$ cat config.mk
export PLATFORM = sky130hd
export DESIGN_NAME = dswdt_top
export DESIGN_NICKNAME = d
export VERILOG_FILES = /design/src/inc/dswdt_pkg.sv /design/src/rtl/dswdt_sync.sv /design/src/rtl/dswdt_top.sv
export SDC_FILE = /design/constraint.sdc
export NUM_CORES = 1
export LEC_CHECK = 0
export BUFFER_PORTS_ARGS = -buffer_cell sky130_fd_sc_hd__buf_2
export CAP_MARGIN = 25
export CELL_PAD_IN_SITES_DETAIL_PLACEMENT = 0
export CELL_PAD_IN_SITES_GLOBAL_PLACEMENT = 1
export CORE_ASPECT_RATIO = 0.75
export CORE_MARGIN = 3
export CORE_UTILIZATION = 43
export CTS_BUF_LIST = sky130_fd_sc_hd__clkbuf_8
export DETAILED_ROUTE_END_ITERATION = 10
export PLACE_DENSITY = 0.92
export SETUP_SLACK_MARGIN = 0.1
export SYNTH_ARGS = -nofsm -noshare
export SYNTH_HDL_FRONTEND = slang
export SYNTH_SLANG_ARGS = --single-unit
$ cat constraint.sdc
create_clock -name REF_CLK_I -period 4.8 [get_ports REF_CLK_I]
set_input_delay 0.72 -clock REF_CLK_I [delete_from_list [all_inputs] [get_ports REF_CLK_I]]
set_output_delay 0.72 -clock REF_CLK_I [all_outputs]
set_load 0.005 [all_outputs]
$ cat src/inc/dswdt_pkg.sv
// constants, field layouts and carrier types of the default-start watchdog
// assumes a classic wishbone slave port and source clocks sampled as pins
package dswdt_pkg;

  // register byte addresses
  localparam logic [31:0] DSWDT_ADDR_MODE    = 32'hFFFF_F6D0;
  localparam logic [31:0] DSWDT_ADDR_SERVICE = 32'hFFFF_F6D4;
  localparam logic [31:0] DSWDT_ADDR_STATUS  = 32'hFFFF_F6D8;

  // register values
  localparam logic [7:0]  DSWDT_MODE_RESET   = 8'h67;
  localparam logic [7:0]  DSWDT_SERVICE_KEY  = 8'hAC;
  localparam logic [7:0]  DSWDT_SERVICE_READ = 8'h9A;
  localparam logic [3:0]  DSWDT_SEL_BYTE     = 4'h1;

  // counter and prescaler geometry
  localparam int          DSWDT_CNT_W        = 16;
  localparam int          DSWDT_PRE_W        = 9;
  localparam logic [4:0]  DSWDT_TAP_BASE     = 5'h09;
  localparam logic [8:0]  DSWDT_PRE_OSC      = 9'h007;
  localparam logic [8:0]  DSWDT_PRE_MAIN     = 9'h1FF;
  localparam logic [8:0]  DSWDT_PRE_SUB      = 9'h000;

  // status register field positions
  localparam int          DSWDT_ST_WRITTEN   = 16;
  localparam int          DSWDT_ST_OSC_STOP  = 17;
  localparam int          DSWDT_ST_MAIN_HALT = 18;

  // mode register layout
  typedef struct packed {
    logic       fixed_zero;
    logic       overflow_action_hi;
    logic       overflow_action_lo;
    logic       source_sel_top;
    logic       source_sel_main;
    logic [2:0] interval_sel;
  } dswdt_mode_t;

  // classic wishbone request bundle
  typedef struct packed {
    logic [31:0] adr;
    logic [31:0] dat;
    logic [3:0]  sel;
    logic        we;
    logic        cyc;
    logic        stb;
  } dswdt_wb_req_t;

endpackage

$ cat src/rtl/dswdt_sync.sv
// two-flop synchroniser with rising-edge pulse for one pin input
// assumes the pin is asynchronous to the block clock
`timescale 1ns/100ps
module dswdt_sync (
  input  wire logic clk_i,   // block clock
  input  wire logic rst_i,   // async reset, active high
  input  wire logic pin_i,   // raw asynchronous pin
  output logic      level_o, // synchronised level
  output logic      rise_o   // one-cycle pulse on a rising edge
);

  logic meta_reg;  // first stage, read only by the second
  logic sync_reg;  // second stage
  logic prev_reg;  // previous synchronised level
  logic meta_next;
  logic sync_next;
  logic prev_next;

  // next values of the chain
  always_comb begin
    meta_next = pin_i;
    sync_next = meta_reg;
    prev_next = sync_reg;
  end

  // register stage; metastability settles between meta and sync
  always_ff @(posedge clk_i or posedge rst_i) begin
    if (rst_i) begin
      meta_reg <= 1'b0;
      sync_reg <= 1'b0;
      prev_reg <= 1'b0;
    end else begin
      meta_reg <= meta_next;
      sync_reg <= sync_next;
      prev_reg <= prev_next;
    end
  end

  assign level_o = sync_reg;
  assign rise_o  = sync_reg & ~prev_reg;

endmodule

$ cat src/rtl/dswdt_top.sv
// default-start watchdog: mode and service registers on wishbone,
// prescaled source selection, 16-bit counter, overflow actions
// assumes source clocks arrive as slow pins far below the 250 MHz clock
//
// The Wishbone slave port is this design's own decision.
`timescale 1ns/100ps
module dswdt_top
  import dswdt_pkg::*;
(
  input  wire logic        REF_CLK_I,         // 250 MHz block clock
  input  wire logic        RST_I,             // async reset, active high
  input  wire logic [31:0] ADR_I,             // wishbone byte address
  input  wire logic [31:0] DAT_I,             // wishbone write data
  input  wire logic [3:0]  SEL_I,             // wishbone byte selects
  input  wire logic        WE_I,              // wishbone write enable
  input  wire logic        CYC_I,             // wishbone cycle
  input  wire logic        STB_I,             // wishbone strobe
  output logic      [31:0] DAT_O,             // wishbone read data
  output logic             ACK_O,             // wishbone acknowledge
  input  wire logic        INT_OSC_CLK_I,     // internal oscillator clock
  input  wire logic        MAIN_CLK_I,        // main clock, divided source
  input  wire logic        SUB_CLK_I,         // subclock
  input  wire logic        INT_OSC_STOP_I,    // internal oscillator halted
  input  wire logic        MAIN_CLK_HALT_I,   // main clock stopped (idle)
  output logic             WATCHDOG_RESET_O,  // internal reset request
  output logic             WATCHDOG_NMI_O     // non-maskable irq request
);

  // bus request bundle
  dswdt_wb_req_t wb_req;
  assign wb_req = '{adr: ADR_I, dat: DAT_I, sel: SEL_I, we: WE_I,
                    cyc: CYC_I, stb: STB_I};

  // synchronised source pins
  logic osc_rise;       // internal oscillator edge
  logic main_rise;      // main clock edge
  logic sub_rise;       // subclock edge
  logic osc_stop_lvl;   // oscillator halted
  logic main_halt_lvl;  // main clock halted

  dswdt_sync u_sync_osc (
    .clk_i   (REF_CLK_I),
    .rst_i   (RST_I),
    .pin_i   (INT_OSC_CLK_I),
    .level_o (),
    .rise_o  (osc_rise)
  );

  dswdt_sync u_sync_main (
    .clk_i   (REF_CLK_I),
    .rst_i   (RST_I),
    .pin_i   (MAIN_CLK_I),
    .level_o (),
    .rise_o  (main_rise)
  );

  dswdt_sync u_sync_sub (
    .clk_i   (REF_CLK_I),
    .rst_i   (RST_I),
    .pin_i   (SUB_CLK_I),
    .level_o (),
    .rise_o  (sub_rise)
  );

  dswdt_sync u_sync_stop (
    .clk_i   (REF_CLK_I),
    .rst_i   (RST_I),
    .pin_i   (INT_OSC_STOP_I),
    .level_o (osc_stop_lvl),
    .rise_o  ()
  );

  dswdt_sync u_sync_halt (
    .clk_i   (REF_CLK_I),
    .rst_i   (RST_I),
    .pin_i   (MAIN_CLK_HALT_I),
    .level_o (main_halt_lvl),
    .rise_o  ()
  );

  // prescaler terminal mask for the selected source
  function automatic logic [DSWDT_PRE_W-1:0] pre_mask(input dswdt_mode_t m);
    if (m.source_sel_top) begin
      pre_mask = DSWDT_PRE_SUB;
    end else if (m.source_sel_main) begin
      pre_mask = DSWDT_PRE_MAIN;
    end else begin
      pre_mask = DSWDT_PRE_OSC;
    end
  endfunction

  // counter tap mask: 2^(9+sel) prescaled ticks per interval
  function automatic logic [DSWDT_CNT_W-1:0] tap_mask(input dswdt_mode_t m);
    logic [4:0] bits;
    bits     = DSWDT_TAP_BASE + {2'b00, m.interval_sel};
    tap_mask = ~({DSWDT_CNT_W{1'b1}} << bits);
  endfunction

  // state registers
  dswdt_mode_t            mode_reg;      // watchdog_mode_config
  dswdt_mode_t            mode_next;
  logic                   written_reg;   // first write already taken
  logic                   written_next;
  logic [DSWDT_PRE_W-1:0] pre_reg;       // source prescaler
  logic [DSWDT_PRE_W-1:0] pre_next;
  logic [DSWDT_CNT_W-1:0] cnt_reg;       // 16-bit interval counter
  logic [DSWDT_CNT_W-1:0] cnt_next;
  logic                   rst_out_reg;   // watchdog_reset_out
  logic                   rst_out_next;
  logic                   nmi_reg;       // watchdog_nmi_request
  logic                   nmi_next;
  logic                   ack_reg;       // bus acknowledge
  logic                   ack_next;
  logic [31:0]            rdata_reg;     // bus read data
  logic [31:0]            rdata_next;

  // decode helpers
  logic bus_req;      // new request, not yet acknowledged
  logic wr_req;       // write request
  logic byte_acc;     // exactly the low byte lane
  logic hit_mode;     // mode register addressed
  logic hit_service;  // service register addressed
  logic hit_status;   // status register addressed
  logic stopped;      // mode field selects stop
  logic src_tick;     // one tick of the selected, gated source
  logic pre_done;     // prescaler wraps this tick
  logic cnt_done;     // interval expired this tick
  logic forced;       // software forced overflow
  logic service;      // valid service write
  logic first_cfg;    // first mode write taken now
  logic overflow;     // overflow event, natural or forced

  // bus decode
  always_comb begin
    bus_req     = wb_req.cyc & wb_req.stb & ~ack_reg;
    wr_req      = bus_req & wb_req.we;
    byte_acc    = (wb_req.sel == DSWDT_SEL_BYTE);
    hit_mode    = (wb_req.adr == DSWDT_ADDR_MODE);
    hit_service = (wb_req.adr == DSWDT_ADDR_SERVICE);
    hit_status  = (wb_req.adr == DSWDT_ADDR_STATUS);
  end

  // event decode
  always_comb begin
    stopped = ~mode_reg.overflow_action_hi
            & ~mode_reg.overflow_action_lo;
    // a halted oscillator or idle main clock delivers no ticks
    if (mode_reg.source_sel_top) begin
      src_tick = sub_rise;
    end else if (mode_reg.source_sel_main) begin
      src_tick = main_rise & ~main_halt_lvl;
    end else begin
      src_tick = osc_rise & ~osc_stop_lvl;
    end
    pre_done  = src_tick
              & ((pre_reg & pre_mask(mode_reg)) == pre_mask(mode_reg));
    cnt_done  = pre_done
              & ((cnt_reg & tap_mask(mode_reg)) == tap_mask(mode_reg));
    first_cfg = wr_req & hit_mode & byte_acc & ~written_reg;
    service   = wr_req & hit_service & byte_acc
              & (wb_req.dat[7:0] == DSWDT_SERVICE_KEY);
    // any later mode write, wrong key, or service write with byte selects other than the low lane alone forces it
    forced    = (wr_req & hit_mode & written_reg)
              | (wr_req & hit_service & byte_acc
                 & (wb_req.dat[7:0] != DSWDT_SERVICE_KEY))
              | (wr_req & hit_service & ~byte_acc);
    // a service write landing in the expiry cycle still counts as in time
    overflow  = ~stopped & ((cnt_done & ~service) | forced);
  end

  // next state of configuration, counter and outputs
  always_comb begin
    mode_next    = mode_reg;
    written_next = written_reg;
    pre_next     = pre_reg;
    cnt_next     = cnt_reg;
    rst_out_next = 1'b0;
    nmi_next     = 1'b0;
    if (first_cfg) begin
      // bit 7 is hard-wired low whatever software writes
      mode_next            = dswdt_mode_t'(wb_req.dat[7:0]);
      mode_next.fixed_zero = 1'b0;
      written_next         = 1'b1;
    end
    if (first_cfg || service || overflow || stopped) begin
      // restart the interval; a stopped watchdog sits at zero
      pre_next = '0;
      cnt_next = '0;
    end else if (src_tick) begin
      // counting starts from reset with no software help
      pre_next = pre_done ? '0 : pre_reg + 1'b1;
      if (pre_done) begin
        cnt_next = cnt_reg + 1'b1;
      end
    end
    if (overflow) begin
      // upper action bit wins over the lower one
      if (mode_reg.overflow_action_hi) begin
        rst_out_next = 1'b1;
      end else begin
        nmi_next = 1'b1;
      end
    end
  end

  // bus answer: one-cycle ack, unmapped reads return zero
  always_comb begin
    ack_next   = bus_req;
    rdata_next = '0;
    if (bus_req && !wb_req.we) begin
      if (hit_mode) begin
        rdata_next[7:0] = mode_reg;
      end else if (hit_service) begin
        rdata_next[7:0] = DSWDT_SERVICE_READ;
      end else if (hit_status) begin
        rdata_next[DSWDT_CNT_W-1:0]   = cnt_reg;
        rdata_next[DSWDT_ST_WRITTEN]  = written_reg;
        rdata_next[DSWDT_ST_OSC_STOP] = osc_stop_lvl;
        rdata_next[DSWDT_ST_MAIN_HALT] = main_halt_lvl;
      end else begin
        rdata_next = '0;
      end
    end
  end

  // registers; the mode default starts the watchdog in reset mode
  always_ff @(posedge REF_CLK_I or posedge RST_I) begin
    if (RST_I) begin
      mode_reg    <= dswdt_mode_t'(DSWDT_MODE_RESET);
      written_reg <= 1'b0;
      pre_reg     <= '0;
      cnt_reg     <= '0;
      rst_out_reg <= 1'b0;
      nmi_reg     <= 1'b0;
      ack_reg     <= 1'b0;
      rdata_reg   <= '0;
    end else begin
      mode_reg    <= mode_next;
      written_reg <= written_next;
      pre_reg     <= pre_next;
      cnt_reg     <= cnt_next;
      rst_out_reg <= rst_out_next;
      nmi_reg     <= nmi_next;
      ack_reg     <= ack_next;
      rdata_reg   <= rdata_next;
    end
  end

  // outputs straight from flops
  assign DAT_O            = rdata_reg;
  assign ACK_O            = ack_reg;
  assign WATCHDOG_RESET_O = rst_out_reg;
  assign WATCHDOG_NMI_O   = nmi_reg;

endmodule

==> impl_metrics.toml <==
[critical_path]
endpoint_kind = "flip-flop"
crit_slowest_cell = "nor4_4"
cp.required_ns = 4.98
crit_top_cell = "ha_1"
critical_path_class = "flip-flop to flip-flop"
cp.arrival_ns = 2.87
cp_max_fo = 16
worstSetupStartpointType = "flip-flop"
path_cells = "ha_1, ha_1, inv_1, a21oi_1, o31a_1, nor4_4, a211oi_1"
worst_path_largest_cell_delay_ns = 0.84

[timing]
rsz0062_at_grt = "no"
period_share_pct = 55.94
fin_skew_ns = 0.008109
fin_setup_tns_ns = 0
max_freq_ghz = 0.3724
setup_viol = 0
slew_headroom_pct = 38.01
hold_viol = 0
finalCriticalPeriod_ns = 2.685
slew_violations = 0
worst_pin_slew_ns = 0.9229

[clock_network]
cts_tree = "done"
clkTransAtPathRegs_ns = 0.07
max-clock-path-buffers = 2
cts_resized = 0
cts_hold_buf = 0
numCtsBuffers = 9
cts_setup_buffers = 0
clk_latency_ns = 0.35
h-tree-depth = 3
cts.sinks = 68
root_buffer = "clkbuf_8"

[grt]
grt-ovfl-total = 0
grt_pass1_vias = 2659
grt_usage_pct = 18.47
grt_max_degree = 69
grt_pass1_wl_um = 13280
antenna_found_initial = 0

[synthesis]
synth-main-ff-cell = "dfrtp_1"
yosys-top-cells-count = "dfrtp_1, nand2_1, nor2_1, nor3_1"
synth_area_sq_um = 3470
ys_async_sr_fraction_pct = 100.0
synth_top_area_cell = "dfrtp_1"
synth_top_cell_area_share_pct = 45.44
syn_inst = 328
synth_cell_types = 60
synth-seq-area-share_pct = 49.22
yosys-top-cells-area = "dfrtp_1, dfstp_2, buf_4"
synth.avg_cell_area_sq_um = 10.58
synth_most_common_cell = "dfrtp_1"
synth_edf_count = 0
synth_warnings = 0
synth_seq_cells = 68

[detailed_routing]
ant_nets = 0
finalWirelength_um = 7890
vias = 2782
drc = 0
via_per_inst = 5.455
post_drt_wl_per_cell_um = 15.47
dr.pass1.iters = 5
drt_iter0_drc = 182

[die]
io_pins = 113
die_w_um = 109.7
num_rows = 27
die_y_um = 83.79
initial_core_util_pct = 45.65
core_area_sq_um = 7601
die_area_sq_um = 9193

[place]
gp_congestion = 0.8507
place_inst = 494
placed_cell_area_sq_um = 3886
dpl.hpwl_um = 5770
port_buffers = 75

[power_and_ir_drop]
p_comb_share_pct = 4.7
swShare_pct = 22.52
netSwitchingPower_uw = 248.1
power_density_nw_per_um2 = 269.5
p_int_uw = 853.5
power_mw = 1.102
p_leak_nw = 1.817
clkPwrFrac_pct = 42.6
p_seq_share_pct = 52.8
irDropWorstVdd_mv = 0.2481

[final_layout]
stdcell_area_sq_um = 4088
largest_register_ff_count = 19
synthToLayoutAreaGrowth_pct = 17.81
n_antenna_cell = 0
drive_gt1_share_pct = 29.34
layout.cells.non_filler = 510
nets = 488

[run_status]
status = "finished clean"

[worst_hold_path]
hold_path_class = "flip-flop to flip-flop"

[run]
cap_violations = 0
==> through the flow <==
stage	worst slack, ns	hold slack [ns]	util [%]
after detailed placement	2.074	0.3347	51.13
after CTS	2.103	0.3563	53.78
after floorplan	2.377	0.3312	-
after global routing	1.870	0.3636	53.78
after global placement	1.910	0.3328	50.93
final	2.115	0.3465	53.78
==> per-layer routing <==
metal	wire length [um]	global-route usage, %	share of wire [%]
met5	0	0	0
met4	92	5.210	1.2
met3	533	5.878	6.8
met2	3498	26.65	44
met1	3766	26.50	48
==> logic make-up after synthesis <==
kind of cell             count (synthesis)  synth area share (%)
AND/OR/NAND/NOR                        133                 23.87
AO/OA/AOI/OAI                           68                 13.96
flip-flops                              68                 49.22
buffers and inverters                   35                 5.698
multiplexers                            12                 3.714
adder cells (fa/ha/maj)                  6                 2.164
XOR/XNOR                                 5                 1.262
other                                    1                0.1081
==> worst max-delay path: cells and delay by family (launching register included) <==
| kind | cells | cell delay (ns) |
|---|---|---|
| simple gates | 1 | 0.84 |
| flops | 1 | 0.59 |
| compound gates | 3 | 0.55 |
| fa+ha+maj | 2 | 0.44 |
| buf+inv | 1 | 0.11 |
==> worst paths after layout <==
path	start	endpoint	slack (ns)	depth (start not counted)
min in group asynchronous	RST_I	DAT_O[5]	0.61	3
min reg2reg	u_sync_sub.meta_reg	u_sync_sub.level_o	0.35	0
min	u_sync_sub.meta_reg	u_sync_sub.level_o	0.35	0
max	mode_reg[1]	cnt_reg[15]	2.11	7
max in group asynchronous	RST_I	u_sync_osc.meta_reg	3.66	3
max reg2reg	mode_reg[1]	cnt_reg[15]	2.11	7
==> power groups by stage <==
| stage | Combinational (mW) | Clock [mW] | Sequential, mW |
|---|---|---|---|
| after floorplan | 0.0310 | 0 | 0.591 |
| after global placement | 0.0505 | 0 | 0.592 |
| after detailed placement | 0.0518 | 0 | 0.592 |
| after CTS | 0.0521 | 0.482 | 0.581 |
| after global routing | 0.0587 | 0.509 | 0.582 |
| final | 0.0517 | 0.469 | 0.581 |
==> cell usage in the layout (no fill, tap or decap), types with 12 or more instances in the layout <==
cell / n
a211oi_1: 12
a21oi_1: 15
buf_2: 75
conb_1: 13
dfrtp_1: 63
nand2_1: 16
nor2_1: 16
nor3_1: 16
o21ai_0: 15
==> area by class of cell <==
| cell class | count | area (sq um) |
|---|---|---|
| fillers | 690 | 3513 |
| flip-flops and latches | 68 | 1708 |
| multi-input cells | 237 | 1609 |
| repair buffers | 78 | 405.4 |
| clock buffers | 10 | 137.6 |
| well taps | 101 | 126.4 |
| clock inverters | 6 | 63.81 |
| inverters | 10 | 37.54 |
(Power assumes the default switching activity.)
